$ cat config.mk
export PLATFORM = sky130hd
export DESIGN_NAME = cbsf_top
export DESIGN_NICKNAME = d
export VERILOG_FILES = /design/src/cbsf_pkg.sv /design/src/cbsf_top.sv
export VERILOG_INCLUDE_DIRS = /design/src
export SDC_FILE = /design/constraint.sdc
export NUM_CORES = 1
export LEC_CHECK = 0
export ABC_AREA = 1
export BUFFER_PORTS_ARGS = -buffer_cell sky130_fd_sc_hd__buf_2
export CORE_ASPECT_RATIO = 1.5
export CORE_UTILIZATION = 60
export CTS_CLUSTER_SIZE = 40
export DETAILED_ROUTE_END_ITERATION = 12
export GPL_TIMING_DRIVEN = 0
export PLACE_DENSITY = 0.83
export SLEW_MARGIN = 20
export SYNTH_ARGS = -nofsm -noshare
export SYNTH_HDL_FRONTEND = slang
export SYNTH_SLANG_ARGS = --single-unit
$ cat constraint.sdc
create_clock -name aclk -period 4.97 [get_ports aclk]
set_clock_uncertainty 0.15 [all_clocks]
set_input_delay 0.497 -clock aclk [delete_from_list [all_inputs] [get_ports aclk]]
set_output_delay 0.497 -clock aclk [all_outputs]
set_load 0.01 [all_outputs]
$ cat src/cbsf_map.svh
// Register offsets, field positions and reset values for cbsf
`ifndef CBSF_MAP_SVH
`define CBSF_MAP_SVH
// ------------------------------------------------------------
// Register byte offsets
// ------------------------------------------------------------
`define CBSF_OFF_CONTROL   8'h00
`define CBSF_OFF_COMMAND   8'h04
`define CBSF_OFF_STATUS    8'h08
`define CBSF_OFF_IRQ       8'h0c
`define CBSF_OFF_SLEEPSTAT 8'h10
`define CBSF_OFF_TXBUF     8'h14
`define CBSF_OFF_RXBUF     8'h18
`define CBSF_OFF_ACC_CODE  8'h24
`define CBSF_OFF_ACC_MASK  8'h28
// ------------------------------------------------------------
// Control register bits
// ------------------------------------------------------------
`define CBSF_CTL_RESET_REQ 0
`define CBSF_CTL_RIE       1
`define CBSF_CTL_SLEEP     2
`define CBSF_CTL_RXA_SEL   3
`define CBSF_CTL_RXB_SEL   4
`define CBSF_CTL_WAKE_COMPARATOR_SELECT   5
`define CBSF_CTL_RESET_VAL 6'h01
// ------------------------------------------------------------
// Command register bits (write one, self clearing)
// ------------------------------------------------------------
`define CBSF_CMD_TX_REQ    0
`define CBSF_CMD_ABORT     1
`define CBSF_CMD_RELEASE   2
`define CBSF_CMD_CLR_OVR   3
// ------------------------------------------------------------
// Status register bits
// ------------------------------------------------------------
`define CBSF_ST_RBS        0
`define CBSF_ST_OVERRUN    1
`define CBSF_ST_TBA        2
`define CBSF_ST_TCS        3
`define CBSF_ST_RX_BUSY    4
`define CBSF_ST_TX_BUSY    5
`define CBSF_ST_ASLEEP     6
// ------------------------------------------------------------
// Interrupt flag register bits (cleared by read)
// ------------------------------------------------------------
`define CBSF_IRQ_RIF       0
`define CBSF_IRQ_WAKE      1
// ------------------------------------------------------------
// Message word layout and bus answers
// ------------------------------------------------------------
`define CBSF_ID_MSB        10
`define CBSF_ID_FILT_LSB   3
`define CBSF_RESP_OKAY     2'b00
`define CBSF_RESP_SLVERR   2'b10
`endif

$ cat src/cbsf_pkg.sv
// Shared types for the cbsf bus controller block
package cbsf_pkg;
    typedef enum logic [1:0] {
        CBSF_AWAKE  = 2'b01,
        CBSF_ASLEEP = 2'b10
    } cbsf_sleep_t;
endpackage

$ cat src/cbsf_top.sv
// Bus controller: sleep, transmit lock, two-deep receive, filter
//
// The AXI4-Lite interface to the registers is this design's own decision.
`timescale 1ns/1ps
`include "cbsf_map.svh"
module cbsf_top #(
    parameter int MSG_W = 32
) (
    input  wire logic             aclk,          // Module clock
    input  wire logic             aresetn,       // Sync reset, low
    input  wire logic [7:0]       s_awaddr,      // Write address
    input  wire logic             s_awvalid,     // Write addr valid
    output logic                  s_awready,     // Write addr ready
    input  wire logic [31:0]      s_wdata,       // Write data
    input  wire logic [3:0]       s_wstrb,       // Byte strobes
    input  wire logic             s_wvalid,      // Write data valid
    output logic                  s_wready,      // Write data ready
    output logic [1:0]            s_bresp,       // Write response
    output logic                  s_bvalid,      // Response valid
    input  wire logic             s_bready,      // Response ready
    input  wire logic [7:0]       s_araddr,      // Read address
    input  wire logic             s_arvalid,     // Read addr valid
    output logic                  s_arready,     // Read addr ready
    output logic [31:0]           s_rdata,       // Read data
    output logic [1:0]            s_rresp,       // Read response
    output logic                  s_rvalid,      // Read data valid
    input  wire logic             s_rready,      // Read data ready
    input  wire logic             rx_pin_a,      // Bus receive pin A
    input  wire logic             rx_pin_b,      // Bus receive pin B
    output logic                  rx_a_connected,// Pin A to comparator
    output logic                  rx_b_connected,// Pin B to comparator
    output logic                  rx_level,      // Resolved bus level
    output logic                  wake_detect,   // Sleep comparator out
    input  wire logic             rx_busy,       // Engine receiving
    input  wire logic             tx_busy,       // Engine transmitting
    input  wire logic             rx_frame_valid,// Frame done pulse
    input  wire logic [MSG_W-1:0] rx_frame,      // Received frame word
    input  wire logic             tx_started,    // Engine began frame
    input  wire logic             tx_done,       // Frame sent ok pulse
    output logic                  tx_request,    // Frame awaits send
    output logic                  tx_abort,      // Abort pending frame
    output logic [MSG_W-1:0]      tx_frame,      // Frame to send
    output logic                  asleep,        // Controller asleep
    output logic                  irq            // Receive or wake flag pending
);
    // ------------------------------------------------------------
    // Helpers
    // ------------------------------------------------------------
    function automatic logic [31:0] merge(input logic [31:0] old,
                                          input logic [31:0] nw,
                                          input logic [3:0]  strb);
        logic [31:0] r;
        r = old;
        for (int i = 0; i < 4; i++) begin
            if (strb[i]) begin
                r[i*8 +: 8] = nw[i*8 +: 8];
            end
        end
        return r;
    endfunction

    function automatic logic accept(input logic [MSG_W-1:0] msg,
                                    input logic [7:0] code,
                                    input logic [7:0] mask);
        logic [7:0] idt;
        idt = msg[`CBSF_ID_MSB:`CBSF_ID_FILT_LSB];
        return ((idt ^ code) & ~mask) == 8'h00;
    endfunction

    // ------------------------------------------------------------
    // Pin synchronisers and comparator
    // ------------------------------------------------------------
    logic [1:0] sync_a;
    logic [1:0] sync_b;
    logic       pin_a;
    logic       pin_b;
    always_ff @(posedge aclk) begin
        if (!aresetn) begin
            sync_a <= 2'h3;
            sync_b <= 2'h3;
        end else begin
            sync_a <= {sync_a[0], rx_pin_a};
            sync_b <= {sync_b[0], rx_pin_b};
        end
    end
    assign pin_a = sync_a[1];
    assign pin_b = sync_b[1];

    logic [5:0] control;
    logic       reset_req;
    logic       receive_interrupt_enable;
    logic       sleep_bit;
    logic       sel_a;
    logic       sel_b;
    logic       wake_comparator_select;
    logic       use_a;
    logic       use_b;
    logic       level;
    logic       dominant;
    assign reset_req = control[`CBSF_CTL_RESET_REQ];
    assign receive_interrupt_enable       = control[`CBSF_CTL_RIE];
    assign sleep_bit = control[`CBSF_CTL_SLEEP];
    assign sel_a     = control[`CBSF_CTL_RXA_SEL];
    assign sel_b     = control[`CBSF_CTL_RXB_SEL];
    assign wake_comparator_select   = control[`CBSF_CTL_WAKE_COMPARATOR_SELECT];
    // Both or neither selected keeps both pins connected
    assign use_a = !(sel_a && !sel_b);
    assign use_b = !(sel_b && !sel_a);
    // Disconnected pin reads as recessive reference
    assign level = (use_a ? pin_a : 1'b1) & (use_b ? pin_b : 1'b1);
    // Digital stand-in for the analog comparator
    assign dominant = wake_comparator_select ? ((use_a && !pin_a) || (use_b && !pin_b))
                              : (pin_a != pin_b);

    always_ff @(posedge aclk) begin
        if (!aresetn) begin
            rx_a_connected <= 1'b1;
            rx_b_connected <= 1'b1;
            rx_level       <= 1'b1;
            wake_detect    <= 1'b0;
        end else begin
            rx_a_connected <= use_a;
            rx_b_connected <= use_b;
            rx_level       <= level;
            wake_detect    <= dominant;
        end
    end

    // ------------------------------------------------------------
    // AXI4-Lite write channel
    // ------------------------------------------------------------
    logic        aw_held;
    logic        w_held;
    logic [7:0]  aw_addr;
    logic [31:0] w_data;
    logic [3:0]  w_strb;
    logic        wr_go;
    logic        wr_mapped;
    logic        wr_ctl;
    logic        wr_cmd;
    logic        wr_tx;
    logic        wr_code;
    logic        wr_mask;
    logic [3:0]  cmd;
    assign wr_go = aw_held && w_held && !s_bvalid;

    always_ff @(posedge aclk) begin
        if (!aresetn) begin
            aw_held   <= 1'b0;
            w_held    <= 1'b0;
            aw_addr   <= 8'h00;
            w_data    <= 32'h0;
            w_strb    <= 4'h0;
            s_awready <= 1'b0;
            s_wready  <= 1'b0;
            s_bvalid  <= 1'b0;
            s_bresp   <= `CBSF_RESP_OKAY;
        end else begin
            s_awready <= !aw_held && !(s_awvalid && s_awready);
            s_wready  <= !w_held && !(s_wvalid && s_wready);
            if (s_awvalid && s_awready) begin
                aw_held <= 1'b1;
                aw_addr <= s_awaddr;
            end
            if (s_wvalid && s_wready) begin
                w_held <= 1'b1;
                w_data <= s_wdata;
                w_strb <= s_wstrb;
            end
            if (wr_go) begin
                aw_held  <= 1'b0;
                w_held   <= 1'b0;
                s_bvalid <= 1'b1;
                s_bresp  <= wr_mapped ? `CBSF_RESP_OKAY
                                      : `CBSF_RESP_SLVERR;
            end else if (s_bvalid && s_bready) begin
                s_bvalid <= 1'b0;
            end
        end
    end

    always_comb begin
        wr_ctl  = wr_go && aw_addr == `CBSF_OFF_CONTROL;
        wr_cmd  = wr_go && aw_addr == `CBSF_OFF_COMMAND;
        wr_tx   = wr_go && aw_addr == `CBSF_OFF_TXBUF;
        wr_code = wr_go && aw_addr == `CBSF_OFF_ACC_CODE;
        wr_mask = wr_go && aw_addr == `CBSF_OFF_ACC_MASK;
        wr_mapped = wr_ctl || wr_cmd || wr_tx || wr_code || wr_mask
                 || aw_addr == `CBSF_OFF_STATUS
                 || aw_addr == `CBSF_OFF_IRQ
                 || aw_addr == `CBSF_OFF_SLEEPSTAT
                 || aw_addr == `CBSF_OFF_RXBUF;
        cmd = (wr_cmd && w_strb[0]) ? w_data[3:0] : 4'h0;
    end

    // ------------------------------------------------------------
    // Control, acceptance code and mask
    // ------------------------------------------------------------
    logic [7:0] acc_code;
    logic [7:0] acc_mask;
    logic       hw_wake_clear;

    always_ff @(posedge aclk) begin
        if (!aresetn) begin
            control <= `CBSF_CTL_RESET_VAL;
        end else if (wr_ctl && w_strb[0]) begin
            control <= w_data[5:0];
        end else if (hw_wake_clear) begin
            control[`CBSF_CTL_SLEEP] <= 1'b0;
        end
    end

    // Left unreset on purpose: software loads it under reset request
    always_ff @(posedge aclk) begin
        if (wr_code && w_strb[0] && reset_req) begin
            acc_code <= w_data[7:0];
        end
    end

    always_ff @(posedge aclk) begin
        if (!aresetn) begin
            acc_mask <= 8'hff;
        end else if (wr_mask && w_strb[0] && reset_req) begin
            acc_mask <= w_data[7:0];
        end
    end

    // ------------------------------------------------------------
    // Transmit buffer and completion
    // ------------------------------------------------------------
    logic transmit_buffer_access_flag;
    logic transmit_complete_flag;
    logic tx_running;
    logic tx_rx_overrun;

    always_ff @(posedge aclk) begin
        if (!aresetn) begin
            tx_frame <= '0;
        end else if (wr_tx && transmit_buffer_access_flag) begin
            tx_frame <= merge(tx_frame, w_data, w_strb);
        end
    end

    always_ff @(posedge aclk) begin
        if (!aresetn || reset_req) begin
            transmit_buffer_access_flag        <= 1'b1;
            transmit_complete_flag        <= 1'b0;
            tx_request <= 1'b0;
            tx_abort   <= 1'b0;
            tx_running <= 1'b0;
        end else begin
            tx_abort <= 1'b0;
            if (cmd[`CBSF_CMD_TX_REQ] && transmit_buffer_access_flag) begin
                transmit_buffer_access_flag        <= 1'b0;
                transmit_complete_flag        <= 1'b0;
                tx_request <= 1'b1;
            end else if (cmd[`CBSF_CMD_ABORT] && tx_request
                         && !tx_running) begin
                transmit_buffer_access_flag        <= 1'b1;
                tx_request <= 1'b0;
                tx_abort   <= 1'b1;
            end
            if (tx_started && tx_request) begin
                tx_running <= 1'b1;
            end
            if (tx_done && tx_running) begin
                tx_running <= 1'b0;
                tx_request <= 1'b0;
                transmit_buffer_access_flag        <= 1'b1;
                transmit_complete_flag        <= 1'b1;
            end
        end
    end

    // ------------------------------------------------------------
    // Two receive buffers, slot 0 faces software
    // ------------------------------------------------------------
    logic [MSG_W-1:0] rx_buf [2];
    logic [1:0]       rx_count;
    logic             overrun;
    logic             receive_interrupt_flag;
    logic             got;
    logic             release_now;
    logic [1:0]       base;
    logic             store;
    logic             rd_irq;

    assign got = rx_frame_valid && !reset_req
                 && accept(rx_frame, acc_code, acc_mask);
    assign release_now = cmd[`CBSF_CMD_RELEASE] && rx_count != 2'd0;
    assign base  = release_now ? rx_count - 2'd1 : rx_count;
    assign store = got && base != 2'd2;
    // Own frame start needs a free receive slot; none free means overrun
    assign tx_rx_overrun = tx_started && tx_request
                           && base == 2'd2;

    always_ff @(posedge aclk) begin
        if (!aresetn) begin
            rx_buf[0] <= '0;
            rx_buf[1] <= '0;
        end else begin
            if (release_now && rx_count == 2'd2) begin
                rx_buf[0] <= rx_buf[1];
            end
            if (rx_frame_valid && base != 2'd2) begin
                // Rejected frames land here too and get overwritten
                rx_buf[base[0]] <= rx_frame;
            end
        end
    end

    always_ff @(posedge aclk) begin
        if (!aresetn || reset_req) begin
            rx_count <= 2'd0;
        end else begin
            rx_count <= base + {1'b0, store};
        end
    end

    always_ff @(posedge aclk) begin
        if (!aresetn || reset_req) begin
            overrun <= 1'b0;
        end else if ((got && base == 2'd2) || tx_rx_overrun) begin
            overrun <= 1'b1;
        end else if (cmd[`CBSF_CMD_CLR_OVR]) begin
            overrun <= 1'b0;
        end
    end

    always_ff @(posedge aclk) begin
        if (!aresetn || reset_req) begin
            receive_interrupt_flag <= 1'b0;
        end else if (store && receive_interrupt_enable) begin
            receive_interrupt_flag <= 1'b1;
        end else if (rd_irq) begin
            receive_interrupt_flag <= 1'b0;
        end
    end

    // ------------------------------------------------------------
    // Sleep control
    // ------------------------------------------------------------
    cbsf_pkg::cbsf_sleep_t sleep_state;
    logic sleep_prev;
    logic wake_flag;
    logic sleep_ok;
    logic sleep_rise;
    logic bus_active;
    logic pending;
    logic set_wake;

    assign sleep_rise = sleep_bit && !sleep_prev;
    assign bus_active = rx_busy || tx_busy || tx_running || !level;
    assign pending    = receive_interrupt_flag || wake_flag || overrun;
    assign hw_wake_clear = sleep_state == cbsf_pkg::CBSF_ASLEEP
                           && dominant;

    always_ff @(posedge aclk) begin
        if (!aresetn) begin
            sleep_prev <= 1'b0;
        end else begin
            sleep_prev <= sleep_bit;
        end
    end

    always_ff @(posedge aclk) begin
        if (!aresetn) begin
            sleep_state <= cbsf_pkg::CBSF_AWAKE;
            sleep_ok    <= 1'b0;
            set_wake    <= 1'b0;
        end else begin
            set_wake <= 1'b0;
            unique case (sleep_state)
                cbsf_pkg::CBSF_AWAKE: begin
                    if (sleep_rise) begin
                        if (pending || bus_active) begin
                            set_wake <= 1'b1;
                            sleep_ok <= 1'b0;
                        end else begin
                            sleep_state <= cbsf_pkg::CBSF_ASLEEP;
                            sleep_ok    <= 1'b1;
                        end
                    end
                end
                cbsf_pkg::CBSF_ASLEEP: begin
                    if (dominant) begin
                        sleep_state <= cbsf_pkg::CBSF_AWAKE;
                        set_wake    <= 1'b1;
                    end else if (!sleep_bit) begin
                        sleep_state <= cbsf_pkg::CBSF_AWAKE;
                    end
                end
            endcase
        end
    end

    always_ff @(posedge aclk) begin
        if (!aresetn || reset_req) begin
            wake_flag <= 1'b0;
        end else if (set_wake) begin
            wake_flag <= 1'b1;
        end else if (rd_irq) begin
            wake_flag <= 1'b0;
        end
    end

    always_ff @(posedge aclk) begin
        if (!aresetn) begin
            asleep <= 1'b0;
            irq    <= 1'b0;
        end else begin
            asleep <= sleep_state == cbsf_pkg::CBSF_ASLEEP;
            irq    <= receive_interrupt_flag || wake_flag;
        end
    end

    // ------------------------------------------------------------
    // AXI4-Lite read channel
    // ------------------------------------------------------------
    logic [31:0] rd_val;
    logic        rd_ok;
    logic        rd_go;
    assign rd_go  = s_arvalid && s_arready;
    assign rd_irq = rd_go && s_araddr == `CBSF_OFF_IRQ;

    always_comb begin
        rd_val = 32'h0;
        rd_ok  = 1'b1;
        unique case (s_araddr)
            `CBSF_OFF_CONTROL:   rd_val[5:0] = control;
            `CBSF_OFF_COMMAND:   rd_val = 32'h0;
            `CBSF_OFF_STATUS: begin
                rd_val[`CBSF_ST_RBS]     = rx_count != 2'd0;
                rd_val[`CBSF_ST_OVERRUN] = overrun;
                rd_val[`CBSF_ST_TBA]     = transmit_buffer_access_flag;
                rd_val[`CBSF_ST_TCS]     = transmit_complete_flag;
                rd_val[`CBSF_ST_RX_BUSY] = rx_busy;
                rd_val[`CBSF_ST_TX_BUSY] = tx_running;
                rd_val[`CBSF_ST_ASLEEP]  = asleep;
            end
            `CBSF_OFF_IRQ: begin
                rd_val[`CBSF_IRQ_RIF]  = receive_interrupt_flag;
                rd_val[`CBSF_IRQ_WAKE] = wake_flag;
            end
            `CBSF_OFF_SLEEPSTAT: rd_val[0] = sleep_ok;
            `CBSF_OFF_TXBUF:     rd_val = transmit_buffer_access_flag ? tx_frame : 32'h0;
            `CBSF_OFF_RXBUF:     rd_val = rx_buf[0];
            `CBSF_OFF_ACC_CODE:
                rd_val[7:0] = reset_req ? acc_code : 8'h00;
            `CBSF_OFF_ACC_MASK:  rd_val[7:0] = acc_mask;
            default:             rd_ok = 1'b0;
        endcase
    end

    always_ff @(posedge aclk) begin
        if (!aresetn) begin
            s_arready <= 1'b0;
            s_rvalid  <= 1'b0;
            s_rdata   <= 32'h0;
            s_rresp   <= `CBSF_RESP_OKAY;
        end else begin
            s_arready <= !s_rvalid && !rd_go;
            if (rd_go) begin
                s_rvalid <= 1'b1;
                s_rdata  <= rd_val;
                s_rresp  <= rd_ok ? `CBSF_RESP_OKAY
                                  : `CBSF_RESP_SLVERR;
            end else if (s_rvalid && s_rready) begin
                s_rvalid <= 1'b0;
            end
        end
    end
endmodule

==> Yosys cells after proc, flatten, opt, wreduce, memory -nomap -nowiden <==
Memories as Yosys holds them, arrays and structs flattened.
Cells that the tools add are included.
Widths: inputs -> output; s select.
{ "word_totals": {"ff_bits": 166, "ram_bits": 64, "mem_count": 1} }
{ "memory_table": {"columns": ["memory", "depth", "width", "read_ports", "rd_ports_with_merged_regs", "write_ports", "line", "text"], "rows": [
  ["rx_buf", 2, 32, 2, 0, 2, "cbsf_top.sv:278", "logic [MSG_W-1:0] rx_buf [2];"]
]} }
{ "op_classes": {"n_mux": 55, "n_addsub": 2, "reduce_logical": 101, "eq_ne": 25, "n_bitwise": 6} }
{ "ops": {"columns": ["op", "count"], "rows": [
  ["$mux 32", 3],
  ["$eq 8x5->1 const B", 6],
  ["$pmux 24 s2", 1],
  ["$logic_and 1x1->1", 43],
  ["$mux 1", 35],
  ["$eq 8x4->1 const B", 4],
  ["$eq 8x6->1 const B", 4],
  ["$reduce_or 32->1", 1],
  ["$logic_not 8->1", 3],
  ["$pmux 4 s6", 1],
  ["$logic_not 1->1", 18],
  ["$reduce_bool 2->1", 9],
  ["$logic_or 1x1->1", 17],
  ["$eq 8x3->1 const B", 2],
  ["$mux 2", 7],
  ["$reduce_and 2->1", 5],
  ["$reduce_or 9->1", 1],
  ["$and 8x8->8", 1],
  ["$mux 8", 1],
  ["$not 8->8", 1],
  ["$pmux 1 s8", 1],
  ["$xor 8x8->8", 1],
  ["$pmux 1 s7", 1],
  ["$eq 2x2->1 const B", 3],
  ["other kinds (16)", 20]
]} }

==> Longest topological paths before layout <==
{ "depth": {"depth_word": 14, "mapped_depth": 13, "mapped_depth_nobuf": 11} }

==> Worst setup path after synthesis <==
No wires, ideal clock.
{ "synth_path": {"path_type": "register to register", "startpoint": "register rx_count[0]", "endpoint": "memory rx_buf[0][0], enable pin", "setup_ps": 389, "stages_incl_launch_ff": 13, "synth_period_minus_slack_ps": 2797, "t_arrival_ps": 2258, "setup_slack_ps": 2173, "cell_sequence": "dfxtp_1 > inv_1 > ha_1 > nor2_1 > nand4_2 > nand2_1 > inv_2 > nor2_4 > nand2_1 > nor2_2 > buf_2 > nor2_1 > nand2_1"} }
{ "synth_rtl": {"columns": ["item", "line", "text"], "rows": [
  ["from (decl)", "cbsf_top.sv:279", "logic [1:0] rx_count;"],
  ["from (signal assigned)", "cbsf_top.sv:316", "rx_count <= base + {1'b0, store};"],
  ["to (decl)", "cbsf_top.sv:278", null]
]} }

==> impl.org <==
** Routing
- Before antenna repair, the detailed router went through 6 iterations.
- Routed wire length on met2 :: around 13000 um
- The count of nets left with antenna violations once routing finished came out at 0.
- Metal3 WL :: just under 2000 um
- Average routed wire per standard cell :: ~17 um
- First-iteration detailed-routing DRC count :: approximately 600
- Uppermost routed layer :: met4
- Vias per cell :: about 5.5
- Detailed routing inserted a total of around 8500 vias.
- For this run, design rule violations remaining after detail routing come to 0.
- Drt total wl :: between 20000 and 30000 um
- DRT met1 WL :: around 10000 um

** Floorplan
- Chip Height :: between 150 and 200 um
- Area of the core :: ~15000 um2
- The initial utilization of the core area, before any placement, comes to 62.0%.
- The die covers between 15000 and 20000 um2.
- The floorplan step set the die width to between 100 and 150 um.
- The floorplan has 55 rows.
- Top-level port count :: 179

** Timing
- Max-slew violation count :: 0
- Total of endpoints with negative setup slack in the final report :: 0
- Hold violation total from the final report :: 0
- RSZ-0062 raised after global routing :: false
- Final worst-path cycle share :: between 60% and 70%
- Maximum clock rate :: 328 MHz
- Min Tclk post-route :: roughly 3.1 ns
- Total Neg Setup Slack :: 0 ns
- At the pin with the least slew margin, the transition time is slightly above 0.9 ns.
- Remaining max-slew budget at the tightest pin :: a little under two fifths

** Setup path
- Worst Reg-to-Reg Cells :: 12
- The startpoint identified for the worst register-to-register timing path is rx_count[0].
- Endpoint class of the critical path :: flip-flop
- Kind of cell adding the most delay to the critical path :: simple AND/OR/NAND/NOR gates
- Cell breakdown of the critical path :: inv_1, ha_1, nor2_1, nand4_2, nand2_1, inv_2, nor2_4, nand2_1, nor2_2, buf_2, nor2_1, nand2_2
- Critical-path cell with the highest stage delay :: sky130_fd_sc_hd__nand2_2
- The critical path is of the reg2reg type.
- Largest fanout of any net on the critical path :: 32
- The endpoint identified for the worst register-to-register timing path is rx_buf[0][15].
- The worst setup path is launched from a flip-flop.
- The largest single stage delay on the critical path is about 0.56 ns.
- STA puts the critical path data required time at roughly 5.0 ns.
- The number of buffers and inverters on the critical path is 3.
- Critical Path Start :: rx_count[0]
- Arrival time worst endpoint :: roughly 3 ns
- R2R setup slack :: roughly 1.9 ns

** Synth
- The synthesized design contains around 230 register bits.
- Register area share after synthesis :: 56.1%
- The synthesized netlist devotes less than 1% of its cell area to XOR and XNOR gates.
- The portion of synthesized area spent on multiplexers is 0%.
- Basic-gate share of the synthesized area counting and, or, nand and nor cells :: between 10% and 20%
- By area, the combinational part of the netlist is dominated by simple AND/OR/NAND/NOR gates.
- Async S/R FF share, synth :: 0%
- Synth warnings :: 0
- The most used flip-flop cell after synthesis is sky130_fd_sc_hd__dfxtp_1.
- The synthesized netlist occupies a cell area of between 9000 and 10000 um2.
- In this run, synthesis inferred around 70 flip-flops with an integrated enable.
- After Yosys synthesis, full adders, half adders and majority gates account for less than 1% of the synthesized area.
- Counting distinct cell types in the post-synthesis netlist gives 38.
- Avg Cell Area, Syn :: about 8.2 um2
- Counting every instance in the synthesized netlist gives 1144.
- Area fraction in compound gates after synthesis :: roughly 15%

** Final layout
- Leaving out fill and tap cells, the most frequent cell in the layout is sky130_fd_sc_hd__nand2_1.
- From synthesis to final layout, the design area changed by 20.4%.
- The post-route netlist has approximately 18% of its cells at a drive strength greater than 1.
- Once layout is complete, the cells apart from fillers number 1559.
- Count of fill cells added during filler insertion :: about 1200
- Highest-count cells in the layout ignoring fill and taps :: sky130_fd_sc_hd__nand2_1, sky130_fd_sc_hd__buf_2, sky130_fd_sc_hd__nor2_1
- Nets :: about 1400

** Global routing
- The initial antenna violation count came to 1.
- The first global-routing pass estimated 41000 um of wire.
- Global routing finished with a remaining overflow of 0.
- Largest net degree at the start of global routing :: 33
- Global routing used between 30% and 40% of the available tracks.
- Number of global-route vias before repair :: between 8000 and 9000

** Clocking
- Clock-pin slew was measured on the worst setup and hold paths at ~0.070 ns.
- Counting every sink on the clock net gives between 200 and 250.
- Number of gates resized after cts :: 0
- In this run the clock root is driven by a sky130_fd_sc_hd__clkbuf_16.
- The clock reaches the later pin of the worst-skew pair after 0.50 ns.
- Buffers inserted by post-CTS timing repair :: 0
- Number of buffers added to fix hold violations after cts :: 0
- In this run the deepest clock path goes through 3 buffers.
- TritonCTS built the clock tree.
- In this run the number of H-tree levels came out at 1.
- Inserted Clock Buffers :: 22

** Min path
- In this run the most critical hold path is launched from rx_pin_b.
- For hold timing, the worst endpoint is sync_b[0].
- Hold Path Class :: in2reg
- Number of cells on the worst hold path :: 2

** Power and ir drop
- Highest ir drop seen on vdd :: approximately 260 uV
- The analysis attributes to cell leakage a power of 5.04 nW.
- In this run the power density over the cells is about 360 nW/um2.

** Placed design
- The congestion estimate from routability-driven global placement came to about 0.94.
- Final HPWL DP :: a little under 20000 um
- In this run the tool buffered the top-level ports with ~180 buffer cells.
- Inst Count DP :: roughly 1500

** Outcome
- Run status :: finished, final reports clean

** Run
- Maximum Capacitance Violations :: 0
-- cells by family (layout without fill, tap and decap cells) --
family                   Yosys count  after routing
flip-flops                       228            228
adder cells (fa/ha/maj)            3              3
AO/OA/AOI/OAI                    253            253
buffers and inverters            211            425
XOR/XNOR                           1              1
AND/OR/NAND/NOR                  447            447
other                              1              3
-- metrics by stage --
stage / instance area (um2) / setup slack [ns] / power, mW / hold WS (ns) / utilization (%)
after global routing: 11300 / 1.66 / 4.22 / 0.0171 / 74.6
after detailed placement: 10600 / 1.77 / 2.37 / 0.249 / 69.5
after global placement: 10600 / 1.44 / 2.36 / 0.247 / 69.4
after floorplan: 9430 / 2.17 / 2.24 / 0.243 / -
after CTS: 11300 / 1.90 / 4.10 / 0.0152 / 74.6
final: 11300 / 1.92 / 4.10 / 0.0240 / 74.6
-- flip-flops by register name (all words and copies together) (netlist names), 2 cells and up --
signal and count:
w_data 32, acc_code 8, aw_addr 8, rx_buf 64, sync_b 2, acc_mask 8
s_rdata 32, sync_a 2, sleep_state 2, w_strb 4, tx_frame 32, rx_count 2
control 6
-- where the power goes --
group,internal [mW],leakage (nW),switching (mW)
Sequential,2.00,2.00,0.0393
Combinational,0.104,2.66,0.192
Clock,1.04,0.383,0.715
Total,3.15,5.04,0.946
-- per-layer routing --
layer  up-vias  global-route usage (%)
li1       4134                       -
met1      3930                    39.0
met2       407                    57.6
met3        78                    5.45
met4         0                    13.2
met5         -                       0
-- how the worst max path moves through the flow --
| stage | endpoint | slack [ns] | depth (start not counted) |
|---|---|---|---|
| 2_1_floorplan | rx_buf[0][0] | 2.17 | 12 |
| 3_3_place_gp | rx_buf[1][9] | 1.44 | 4 |
| 3_5_place_dp | rx_buf[1][9] | 1.77 | 4 |
| 4_1_cts | rx_buf[0][11] | 1.90 | 12 |
| 5_1_grt | rx_buf[0][11] | 1.66 | 12 |
| 6_report | rx_buf[0][15] | 1.92 | 12 |
-- area by class of cell --
cell class	instances	area [um2]	share of cell area, %
sequential	228	5290	46.6
multi-input combinational	706	3310	29.2
timing repair buffer	175	876	7.72
clock buffer	32	703	6.20
inverter	154	578	5.09
buffer	57	268	2.36
tap	199	249	2.19
clock inverter	7	77.6	0.684
antenna	1	2.50	0.0221
-- synth_stat cells, types with 8 or more instances --
master / count / area [um2]
sky130_fd_sc_hd__nand2_1: 219 / 822
sky130_fd_sc_hd__nor2_1: 167 / 627
sky130_fd_sc_hd__dfxtp_1: 156 / 3120
sky130_fd_sc_hd__inv_1: 145 / 544
sky130_fd_sc_hd__o21ai_0: 90 / 450
sky130_fd_sc_hd__a21oi_1: 72 / 360
sky130_fd_sc_hd__edfxtp_1: 72 / 2160
sky130_fd_sc_hd__clkbuf_1: 39 / 146
sky130_fd_sc_hd__o21ai_1: 38 / 190
sky130_fd_sc_hd__o221ai_1: 24 / 210
sky130_fd_sc_hd__nand3_1: 23 / 115
sky130_fd_sc_hd__o211ai_1: 17 / 128
sky130_fd_sc_hd__nor3_1: 10 / 50.1
sky130_fd_sc_hd__nand4_1: 9 / 56.3
sky130_fd_sc_hd__inv_2: 8 / 30.0
(Power assumes the default switching activity.)
